<file path="src/bcf_pkg.sv">
// Constants, register map and state type of the backlight configuration
// and fault register bank.
// Assumes a 250 MHz device clock and a serial host on the two-wire port.
package bcf_pkg;

   // ******************************
   // Serial port
   // ******************************
   localparam logic [6:0] DEV_ADDR = 7'h38;

   // ******************************
   // Register offsets
   // ******************************
   localparam logic [7:0] REG_CFG = 8'h01;
   localparam logic [7:0] REG_FLT = 8'h02;
   localparam logic [7:0] REG_ID = 8'h03;

   // ******************************
   // Field positions
   // ******************************
   localparam int CFG_PHASE_BIT = 7;
   localparam int CFG_THR_LSB = 5;
   localparam int CFG_SWITCHING_RATE_PIN_LSB = 3;
   localparam int CFG_CNT_LSB = 0;
   localparam int FLT_GUARD_BIT = 7;
   localparam int FLT_SAT_BIT = 6;
   localparam int FLT_GROUND_BIT = 5;
   localparam int NUM_FLAGS = 6;

   // ******************************
   // Reset values and codes
   // ******************************
   localparam logic [7:0] CFG_RESET = 8'h28;
   localparam logic [5:0] FLAGS_RESET = 6'h00;
   localparam logic [5:0] ALL_SINKS = 6'h3f;
   localparam logic [5:0] FIRST_SINK = 6'h01;
   localparam logic [2:0] MAX_COUNT_CODE = 3'h5;
   // Arbitrary identifier value
   localparam logic [7:0] DEVICE_ID_DEFAULT = 8'h5a;

   // ******************************
   // Timing
   // ******************************
   localparam int CLK_KHZ = 250000;
   localparam int SAT_SHORT_MS = 20;
   localparam int SAT_LONG_MS = 40;
   localparam int SAT_SHORT_CYC = SAT_SHORT_MS * CLK_KHZ;
   localparam int SAT_LONG_CYC = SAT_LONG_MS * CLK_KHZ;

   typedef enum logic [2:0] {
      ST_IDLE = 3'b000,
      ST_DEV  = 3'b001,
      ST_REG  = 3'b010,
      ST_WR   = 3'b011,
      ST_ACK  = 3'b100,
      ST_RD   = 3'b101,
      ST_MACK = 3'b110
   } bcf_state_t;

   // Reserved codes fall back to sink one only
   function automatic logic [5:0] bcf_sink_mask(input logic [2:0] code);
      if (code > MAX_COUNT_CODE) begin
         bcf_sink_mask = FIRST_SINK;
      end else begin
         bcf_sink_mask = ALL_SINKS >> code;
      end
   endfunction

endpackage

</file>
<file path="src/bcf_regs.sv">
// Configuration, fault status and identifier registers of the LED driver,
// reached over the two-wire serial slave port.
// Assumes SCL/SDA already synchronous to CLK_I and an external open-drain pad.
`timescale 1ns/1ps
`default_nettype none

module bcf_regs
   import bcf_pkg::*;
#(
   parameter logic [7:0] DEVICE_ID = DEVICE_ID_DEFAULT,
   parameter int CNT_W = 24,
   parameter int SAT_SHORT_CYCLES = SAT_SHORT_CYC,
   parameter int SAT_LONG_CYCLES = SAT_LONG_CYC
) (
   // Clock and reset
   input wire logic CLK_I,
   input wire logic RESET_I,
   // Serial port, SDA is open drain
   input wire logic SCL_I,
   input wire logic SDA_I,
   output logic SDA_O,
   output logic SDA_OE_N_O,
   // Protection events
   input wire logic COMP_SATURATED_I,
   input wire logic [4:0] FAULT_EVENT_I,
   // Configuration to the analog core, and the fault flags
   output logic PHASE_OFFSET_ENABLE_O,
   output logic [1:0] SHORT_THRESHOLD_SEL_O,
   output logic [1:0] SWITCH_SWITCHING_RATE_PIN_SEL_O,
   output logic [2:0] ACTIVE_STRING_COUNT_O,
   output logic [5:0] SINK_ENABLE_O,
   output logic ALL_STRING_SHORT_GUARD_EN_O,
   output logic ERROR_AMP_SATURATION_TIME_SEL_O,
   output logic [5:0] FAULT_FLAGS_O
);

   // ******************************
   // State
   // ******************************
   logic scl_q, scl_p, sda_q, sda_p;
   logic next_scl_q, next_scl_p, next_sda_q, next_sda_p;
   bcf_state_t state, next_state, after_ack, next_after_ack;
   logic [7:0] shreg, next_shreg, ptr, next_ptr, cfg, next_cfg;
   logic [3:0] bitcnt, next_bitcnt;
   logic guard_en, next_guard_en, sat_sel, next_sat_sel, sda_oe_n, next_sda_oe_n;
   logic [5:0] flags, next_flags, clr_mask, set_mask, sink_en, next_sink_en;
   logic [CNT_W-1:0] sat_cnt, next_sat_cnt, sat_limit;
   logic start, stop, scl_rise, scl_fall, wr_en, rd_load, sat_trip;
   logic [7:0] rd_data, flt_word;

   assign start = scl_q & scl_p & sda_p & ~sda_q;
   assign stop = scl_q & scl_p & ~sda_p & sda_q;
   assign scl_rise = scl_q & ~scl_p;
   assign scl_fall = ~scl_q & scl_p;
   assign flt_word = {guard_en, sat_sel, flags};

   // ******************************
   // Read mux
   // ******************************
   always_comb begin
      case (ptr)
         REG_CFG: rd_data = cfg;
         REG_FLT: rd_data = flt_word;
         REG_ID: rd_data = DEVICE_ID;
         default: rd_data = 8'h00;
      endcase
   end

   // ******************************
   // Serial slave
   // ******************************
   always_comb begin
      next_scl_q = SCL_I;
      next_scl_p = scl_q;
      next_sda_q = SDA_I;
      next_sda_p = sda_q;
      next_state = state;
      next_after_ack = after_ack;
      next_shreg = shreg;
      next_ptr = ptr;
      next_bitcnt = bitcnt;
      next_sda_oe_n = sda_oe_n;
      wr_en = 1'b0;
      rd_load = 1'b0;
      if (start) begin
         next_state = ST_DEV;
         next_bitcnt = 4'h0;
         next_sda_oe_n = 1'b1;
      end else if (stop) begin
         next_state = ST_IDLE;
         next_sda_oe_n = 1'b1;
      end else begin
         case (state)
            ST_DEV, ST_REG, ST_WR: begin
               if (scl_rise) begin
                  next_shreg = {shreg[6:0], sda_q};
                  next_bitcnt = bitcnt + 4'h1;
               end else if (scl_fall && bitcnt == 4'h8) begin
                  next_bitcnt = 4'h0;
                  next_state = ST_ACK;
                  next_sda_oe_n = 1'b0;
                  if (state == ST_DEV) begin
                     if (shreg[7:1] == DEV_ADDR) begin
                        next_after_ack = shreg[0] ? ST_RD : ST_REG;
                     end else begin
                        next_state = ST_IDLE;
                        next_sda_oe_n = 1'b1;
                     end
                  end else if (state == ST_REG) begin
                     next_ptr = shreg;
                     next_after_ack = ST_WR;
                  end else begin
                     wr_en = 1'b1;
                     next_ptr = ptr + 8'h01;
                     next_after_ack = ST_WR;
                  end
               end
            end
            ST_ACK: begin
               if (scl_fall) begin
                  next_sda_oe_n = 1'b1;
                  next_bitcnt = 4'h0;
                  next_state = after_ack;
                  rd_load = (after_ack == ST_RD);
               end
            end
            ST_RD: begin
               if (scl_fall) begin
                  if (bitcnt == 4'h7) begin
                     next_sda_oe_n = 1'b1;
                     next_bitcnt = 4'h0;
                     next_state = ST_MACK;
                  end else begin
                     next_bitcnt = bitcnt + 4'h1;
                     next_shreg = {shreg[6:0], 1'b0};
                     next_sda_oe_n = shreg[6];
                  end
               end
            end
            ST_MACK: begin
               // Host NACK ends the burst
               if (scl_rise) begin
                  next_bitcnt = 4'h1;
                  next_state = sda_q ? ST_IDLE : ST_MACK;
               end else if (scl_fall && bitcnt == 4'h1) begin
                  next_bitcnt = 4'h0;
                  next_state = ST_RD;
                  rd_load = 1'b1;
               end
            end
            default: next_state = ST_IDLE;
         endcase
      end
      if (rd_load) begin
         next_shreg = rd_data;
         next_sda_oe_n = rd_data[7];
         next_ptr = ptr + 8'h01;
      end
   end

   // ******************************
   // Registers and fault flags
   // ******************************
   always_comb begin
      sat_limit = sat_sel ? CNT_W'(SAT_LONG_CYCLES) : CNT_W'(SAT_SHORT_CYCLES);
      sat_trip = COMP_SATURATED_I && (sat_cnt == sat_limit - CNT_W'(1));
      next_sat_cnt = sat_cnt;
      // Less-than, so a shorter limit picked mid-run cannot let the count wrap
      if (!COMP_SATURATED_I) begin
         next_sat_cnt = '0;
      end else if (sat_cnt < sat_limit) begin
         next_sat_cnt = sat_cnt + CNT_W'(1);
      end
      next_cfg = cfg;
      next_guard_en = guard_en;
      next_sat_sel = sat_sel;
      if (wr_en && ptr == REG_CFG) begin
         next_cfg = shreg;
      end
      if (wr_en && ptr == REG_FLT) begin
         // Only the two control bits take write data
         next_guard_en = shreg[FLT_GUARD_BIT];
         next_sat_sel = shreg[FLT_SAT_BIT];
      end
      // Captured bits clear on the same edge as the shift load; a same-cycle event wins
      clr_mask = (rd_load && ptr == REG_FLT) ? flags : 6'h00;
      set_mask[5] = sat_trip;
      set_mask[4:3] = FAULT_EVENT_I[4:3];
      set_mask[2:0] = FAULT_EVENT_I[2:0];
      next_flags = (flags & ~clr_mask) | set_mask;
      next_sink_en = bcf_sink_mask(cfg[CFG_CNT_LSB +: 3]);
   end

   always_ff @(posedge CLK_I) begin
      if (RESET_I) begin
         scl_q <= 1'b1;
         scl_p <= 1'b1;
         sda_q <= 1'b1;
         sda_p <= 1'b1;
         state <= ST_IDLE;
         after_ack <= ST_IDLE;
         shreg <= 8'h00;
         ptr <= 8'h00;
         bitcnt <= 4'h0;
         sda_oe_n <= 1'b1;
         cfg <= CFG_RESET;
         guard_en <= 1'b0;
         sat_sel <= 1'b0;
         flags <= FLAGS_RESET;
         sat_cnt <= '0;
         sink_en <= ALL_SINKS;
         SDA_O <= 1'b0;
      end else begin
         scl_q <= next_scl_q;
         scl_p <= next_scl_p;
         sda_q <= next_sda_q;
         sda_p <= next_sda_p;
         state <= next_state;
         after_ack <= next_after_ack;
         shreg <= next_shreg;
         ptr <= next_ptr;
         bitcnt <= next_bitcnt;
         sda_oe_n <= next_sda_oe_n;
         cfg <= next_cfg;
         guard_en <= next_guard_en;
         sat_sel <= next_sat_sel;
         flags <= next_flags;
         sat_cnt <= next_sat_cnt;
         sink_en <= next_sink_en;
         // Open drain: the pad only ever pulls low
         SDA_O <= 1'b0;
      end
   end

   assign SDA_OE_N_O = sda_oe_n;
   assign PHASE_OFFSET_ENABLE_O = cfg[CFG_PHASE_BIT];
   assign SHORT_THRESHOLD_SEL_O = cfg[CFG_THR_LSB +: 2];
   assign SWITCH_SWITCHING_RATE_PIN_SEL_O = cfg[CFG_SWITCHING_RATE_PIN_LSB +: 2];
   assign ACTIVE_STRING_COUNT_O = cfg[CFG_CNT_LSB +: 3];
   assign SINK_ENABLE_O = sink_en;
   assign ALL_STRING_SHORT_GUARD_EN_O = guard_en;
   assign ERROR_AMP_SATURATION_TIME_SEL_O = sat_sel;
   assign FAULT_FLAGS_O = flags;

   // ******************************
   // Assertions
   // ******************************
   property p_phase;
      @(posedge CLK_I) disable iff (RESET_I)
      wr_en && ptr == REG_CFG |=> PHASE_OFFSET_ENABLE_O == $past(shreg[7]);
   endproperty
   a_phase: assert property (p_phase) else $error("phase enable not written");

   property p_fields;
      @(posedge CLK_I) disable iff (RESET_I)
      wr_en && ptr == REG_CFG |=> {SHORT_THRESHOLD_SEL_O, SWITCH_SWITCHING_RATE_PIN_SEL_O} == $past(shreg[6:3]);
   endproperty
   a_fields: assert property (p_fields) else $error("threshold or frequency wrong");

   property p_sinks;
      @(posedge CLK_I) disable iff (RESET_I)
      wr_en && ptr == REG_CFG && shreg[2:0] == 3'h2 |=> ##1 SINK_ENABLE_O == 6'h0f;
   endproperty
   a_sinks: assert property (p_sinks) else $error("sink mask wrong");

   property p_guard;
      @(posedge CLK_I) disable iff (RESET_I)
      wr_en && ptr == REG_FLT |=> {guard_en, sat_sel} == $past(shreg[7:6]);
   endproperty
   a_guard: assert property (p_guard) else $error("fault control bits wrong");

   property p_sat_time;
      @(posedge CLK_I) disable iff (RESET_I)
      $rose(flags[FLT_GROUND_BIT]) |-> $past(COMP_SATURATED_I)
         && $past(sat_cnt) == ($past(sat_sel) ? CNT_W'(SAT_LONG_CYCLES - 1)
                                              : CNT_W'(SAT_SHORT_CYCLES - 1));
   endproperty
   a_sat_time: assert property (p_sat_time) else $error("saturation trip at wrong count");

   property p_ground;
      @(posedge CLK_I) disable iff (RESET_I)
      sat_trip |=> flags[FLT_GROUND_BIT];
   endproperty
   a_ground: assert property (p_ground) else $error("ground short flag not set");

   property p_events;
      @(posedge CLK_I) disable iff (RESET_I)
      FAULT_EVENT_I != 5'h00 |=> (flags[4:0] & $past(FAULT_EVENT_I)) == $past(FAULT_EVENT_I);
   endproperty
   a_events: assert property (p_events) else $error("fault event lost");

   property p_hold;
      @(posedge CLK_I) disable iff (RESET_I)
      !(rd_load && ptr == REG_FLT) |=> (flags & $past(flags)) == $past(flags);
   endproperty
   a_hold: assert property (p_hold) else $error("flag dropped without read");

   property p_clear;
      @(posedge CLK_I) disable iff (RESET_I)
      rd_load && ptr == REG_FLT && sat_trip == 1'b0 && FAULT_EVENT_I == 5'h00
         |=> flags == 6'h00 && shreg[5:0] == $past(flags);
   endproperty
   a_clear: assert property (p_clear) else $error("read did not capture then clear");

   property p_id;
      @(posedge CLK_I) disable iff (RESET_I)
      rd_load && ptr == REG_ID |=> shreg == DEVICE_ID && !SDA_OE_N_O == !DEVICE_ID[7];
   endproperty
   a_id: assert property (p_id) else $error("identifier read wrong");

   property p_addr_ack;
      @(posedge CLK_I) disable iff (RESET_I)
      state == ST_DEV && scl_fall && bitcnt == 4'h8 && shreg[7:1] != DEV_ADDR && !start && !stop
         |=> state == ST_IDLE && SDA_OE_N_O;
   endproperty
   a_addr_ack: assert property (p_addr_ack) else $error("foreign address answered");

endmodule

`default_nettype wire

</file>
<file path="config.mk">
export PLATFORM = sky130hd
export DESIGN_NAME = bcf_regs
export DESIGN_NICKNAME = d
export VERILOG_FILES = /design/src/bcf_pkg.sv /design/src/bcf_regs.sv
export SDC_FILE = /design/constraint.sdc
export NUM_CORES = 1
export LEC_CHECK = 0
export ABC_CLOCK_PERIOD_IN_PS = 3700
export BUFFER_PORTS_ARGS = -buffer_cell sky130_fd_sc_hd__buf_2
export CAP_MARGIN = 20
export CORE_ASPECT_RATIO = 1.5
export CORE_MARGIN = 2
export CORE_UTILIZATION = 30
export DETAILED_ROUTE_END_ITERATION = 8
export GPL_TIMING_DRIVEN = 0
export HOLD_SLACK_MARGIN = 0.1
export SYNTH_ARGS = -nofsm -noshare
export SYNTH_HDL_FRONTEND = slang
export SYNTH_SLANG_ARGS = --single-unit
</file>
<file path="constraint.sdc">
create_clock -name CLK_I -period 3.7 [get_ports CLK_I]
set_clock_uncertainty 0.2 [all_clocks]
set_input_delay 0.185 -clock CLK_I [delete_from_list [all_inputs] [get_ports CLK_I]]
set_output_delay 0.185 -clock CLK_I [all_outputs]
set_load 0.005 [all_outputs]
</file>
==> flow_metrics.env <==
export IMPL_cts_buffers=9
export IMPL_ys_flop_type="dfxtp_1"
export IMPL_tns_ns=0
export IMPL_mostFrequentLayoutCells="dfxtp_1 (77), nor2_1 (49), a21oi_1 (42), buf_2 (40), nand2_1 (36)"
export IMPL_drt_iter0_markers=234
export IMPL_hold_path_class="in -> reg"
export IMPL_p_per_area_nw_per_um2=364
export IMPL_max_slew_margin=0.555
export IMPL_syn_cell_area_sq_um=4170
export IMPL_dpl_hpwl_um=8330
export IMPL_drc_errors=0
export IMPL_critical_path_buf_inv_count=1
export IMPL_ys_seq_area_frac=0.370
export IMPL_cellLeakagePower_nw=1.80
export IMPL_required_ns=3.76
export IMPL_critPathArrivalTime_ns=3.37
export IMPL_area_growth_synth_to_final_pct=17.0
export IMPL_fmax_mhz=302
export IMPL_layout_drive_gt1_share=0.145
export IMPL_fin_crit_sh=0.894
export IMPL_grt_pass1_vias=3865
export IMPL_finalPower_w=0.00178
export IMPL_start_util=0.308
export IMPL_status="finished clean"
export IMPL_die_x_um=100
export IMPL_fin_crit_ns=3.31
export IMPL_overflow=0
export IMPL_multiInputGateArea_sq_um=2470
export IMPL_crit_path_end_kind="flop"
export IMPL_cts_tree="yes"
export IMPL_synthArstFlopShare=0
export IMPL_register_area_sq_um=1540
export IMPL_postCtsHoldBufs=8
export IMPL_portBuffers=32
export IMPL_criticalPathCategory="reg -> reg"
export IMPL_ctsRootBufferMaster="clkbuf_16"
export IMPL_cts_buffer_depth=2
export IMPL_vias=3873
export IMPL_ys_warn_count=0
export IMPL_design_core_area_sq_um=13500
export IMPL_final_common_cell="dfxtp_1"
export IMPL_grt_max_degree=13
export IMPL_io_pins=34
export IMPL_netlist_instances=495
export IMPL_cp_max_fo=9
export IMPL_grt_pass1_wl_um=18400
export IMPL_ir_drop_uv=173
export IMPL_first_pass_iters=4
export IMPL_final_max_slew_viol_count=0
export IMPL_fillerInstances=1397
export IMPL_cap_violations=0
export IMPL_syn_avg_cell_area_sq_um=8.42
export IMPL_insertion_delay_ns=0.35
export IMPL_gp_congestion=0.863
export IMPL_hold_viol=0
export IMPL_rows=52
export IMPL_fin_nets=575
export IMPL_cts_setup_buffers=0
export IMPL_wirelength_um=11200
export IMPL_worst_pin_slew_ns=0.659
export IMPL_antenna_found_initial=0
export IMPL_utilization=0.361
export IMPL_cts_sinks=77
export IMPL_h_tree_depth=3
export IMPL_die_y_um=148
export IMPL_cp_slowest_cell="dfxtp_1"
export IMPL_cp_slowest_stage_delay_ns=0.62
export IMPL_grt_setup_unrepaired="false"
export IMPL_synth_edf_count=0
export IMPL_setup_viol=0
export IMPL_n_antenna_cell=0
export IMPL_path_clk_slew_ns=0.06
export IMPL_via_per_inst=5.44
export IMPL_synth_seq_cells=77
export IMPL_ant_nets=0
export IMPL_wire_per_inst_um=15.7
export IMPL_synth_net_count=524
export IMPL_crit_family="simple AND/OR/NAND/NOR gates"
export IMPL_startpoint_type="flop"
export IMPL_synth_distinct_cells=72
export IMPL_cts_resized=0
export IMPL_die_area_sq_um=14900
export IMPL_worstPathCellList="inv_1, ha_1, and4b_1, a21boi_1, o21ai_1, nand3_1, or4_1, a21oi_1"
export IMPL_grt_usage=0.155
## stage by stage
step	area (sq um)	setup slack, ns	hold WS (ns)	std cells
detailed placement	4530	0.435	0.178	689
finish	4880	0.391	0.157	712
floorplan	4170	1.01	0.0888	495
global route	4880	0.210	0.223	712
CTS	4880	0.407	0.160	712
global placement	4530	0.551	0.176	689
## cell families (layout without fill, tap and decap cells)
kind of cell	after synthesis	in the layout	synth area share
AND/OR/NAND/NOR	205	205	0.273
AO/OA/AOI/OAI	129	129	0.203
flip-flops	77	77	0.370
buffers and inverters	38	93	0.0375
adder cells (fa/ha/maj)	19	19	0.0570
multiplexers	16	16	0.0387
XOR/XNOR	9	9	0.0189
other	2	2	0.00180
## where the power goes
part           internal, W  switching, W  leakage [nW]  total [W]
sequential        0.000841     0.0000123         0.624   0.000853
clock             0.000466      0.000348         0.127   0.000814
combinational    0.0000465     0.0000619          1.05   0.000108
## worst paths after layout
check	start	to	slack (ns)	cells past startpoint
max	ERROR_AMP_SATURATION_TIME_SEL_O$_SDFFE_PP0P_	sat_cnt[23]$_SDFFE_PP0N_	0.39	8
min	COMP_SATURATED_I	sat_cnt[0]$_SDFFE_PP0N_	0.16	4
max reg2reg	ERROR_AMP_SATURATION_TIME_SEL_O$_SDFFE_PP0P_	sat_cnt[23]$_SDFFE_PP0N_	0.39	8
min reg2reg	sat_cnt[0]$_SDFFE_PP0N_	sat_cnt[0]$_SDFFE_PP0N_	0.29	2
## registers in the layout (all words and copies together) (netlist names)
signal                           count
ALL_STRING_SHORT_GUARD_EN_O          1
after_ack                            3
next_sda_p                           1
sda_p                                1
SDA_OE_N_O                           1
bitcnt                               4
cfg                                  8
FAULT_FLAGS_O                        6
sat_cnt                             24
shreg                                8
scl_p                                1
SINK_ENABLE_O                        6
ptr                                  8
ERROR_AMP_SATURATION_TIME_SEL_O      1
next_scl_p                           1
state                                3
## worst min-delay path: stages
cell and delay [ns]:
buf_2 0.08, nand2b_1 0.05, clkbuf_1 0.19, a21oi_1 0.15
## cells in the mapped netlist, drive strengths merged, types with 3 or more instances
cell / instances / area (sq um)
a22o: 3 / 26.3
and4: 5 / 43.8
nand2b: 3 / 21.3
nor4: 3 / 18.8
a2111oi: 4 / 40.0
xor2: 4 / 35.0
a211o: 3 / 26.3
mux2i: 15 / 150
and3b: 5 / 45.0
or3: 16 / 105
dfxtp: 77 / 1540
nor2: 49 / 184
o31ai: 4 / 30.0
nand2: 37 / 141
a221oi: 4 / 35.0
clkbuf: 15 / 56.3
or2: 8 / 50.1
buf: 9 / 47.6
xnor2: 5 / 43.8
nor3b: 4 / 41.3
nand4: 6 / 37.5
nor3: 11 / 77.6
a21oi: 43 / 219
o21bai: 3 / 22.5
nor4b: 3 / 26.3
nor2b: 10 / 62.6
nand3b: 4 / 30.0
a22oi: 7 / 57.6
and2: 7 / 43.8
a31oi: 4 / 25.0
a211oi: 6 / 45.0
ha: 19 / 238
and3: 11 / 71.3
o21ai: 27 / 135
nand3: 17 / 85.1
inv: 14 / 52.6
## metal layers
metal | vias up | global-route usage | share of wire
li1 | 1910 | - | -
met1 | 1841 | 0.165 | 0.40
met2 | 96 | 0.285 | 0.53
met3 | 26 | 0.0315 | 0.039
met4 | 0 | 0.0747 | 0.025
met5 | - | 0 | 0
## cell type report
class | instances | area share
clock inverters | 4 | 0.00513
multi-input cells | 380 | 0.506
clock buffers | 11 | 0.0497
flip-flops and latches | 77 | 0.316
plain buffers | 24 | 0.0213
repair buffers | 40 | 0.0492
inverters | 14 | 0.0108
well taps | 162 | 0.0415
No activity file was read; power rests on OpenSTA's default activity.
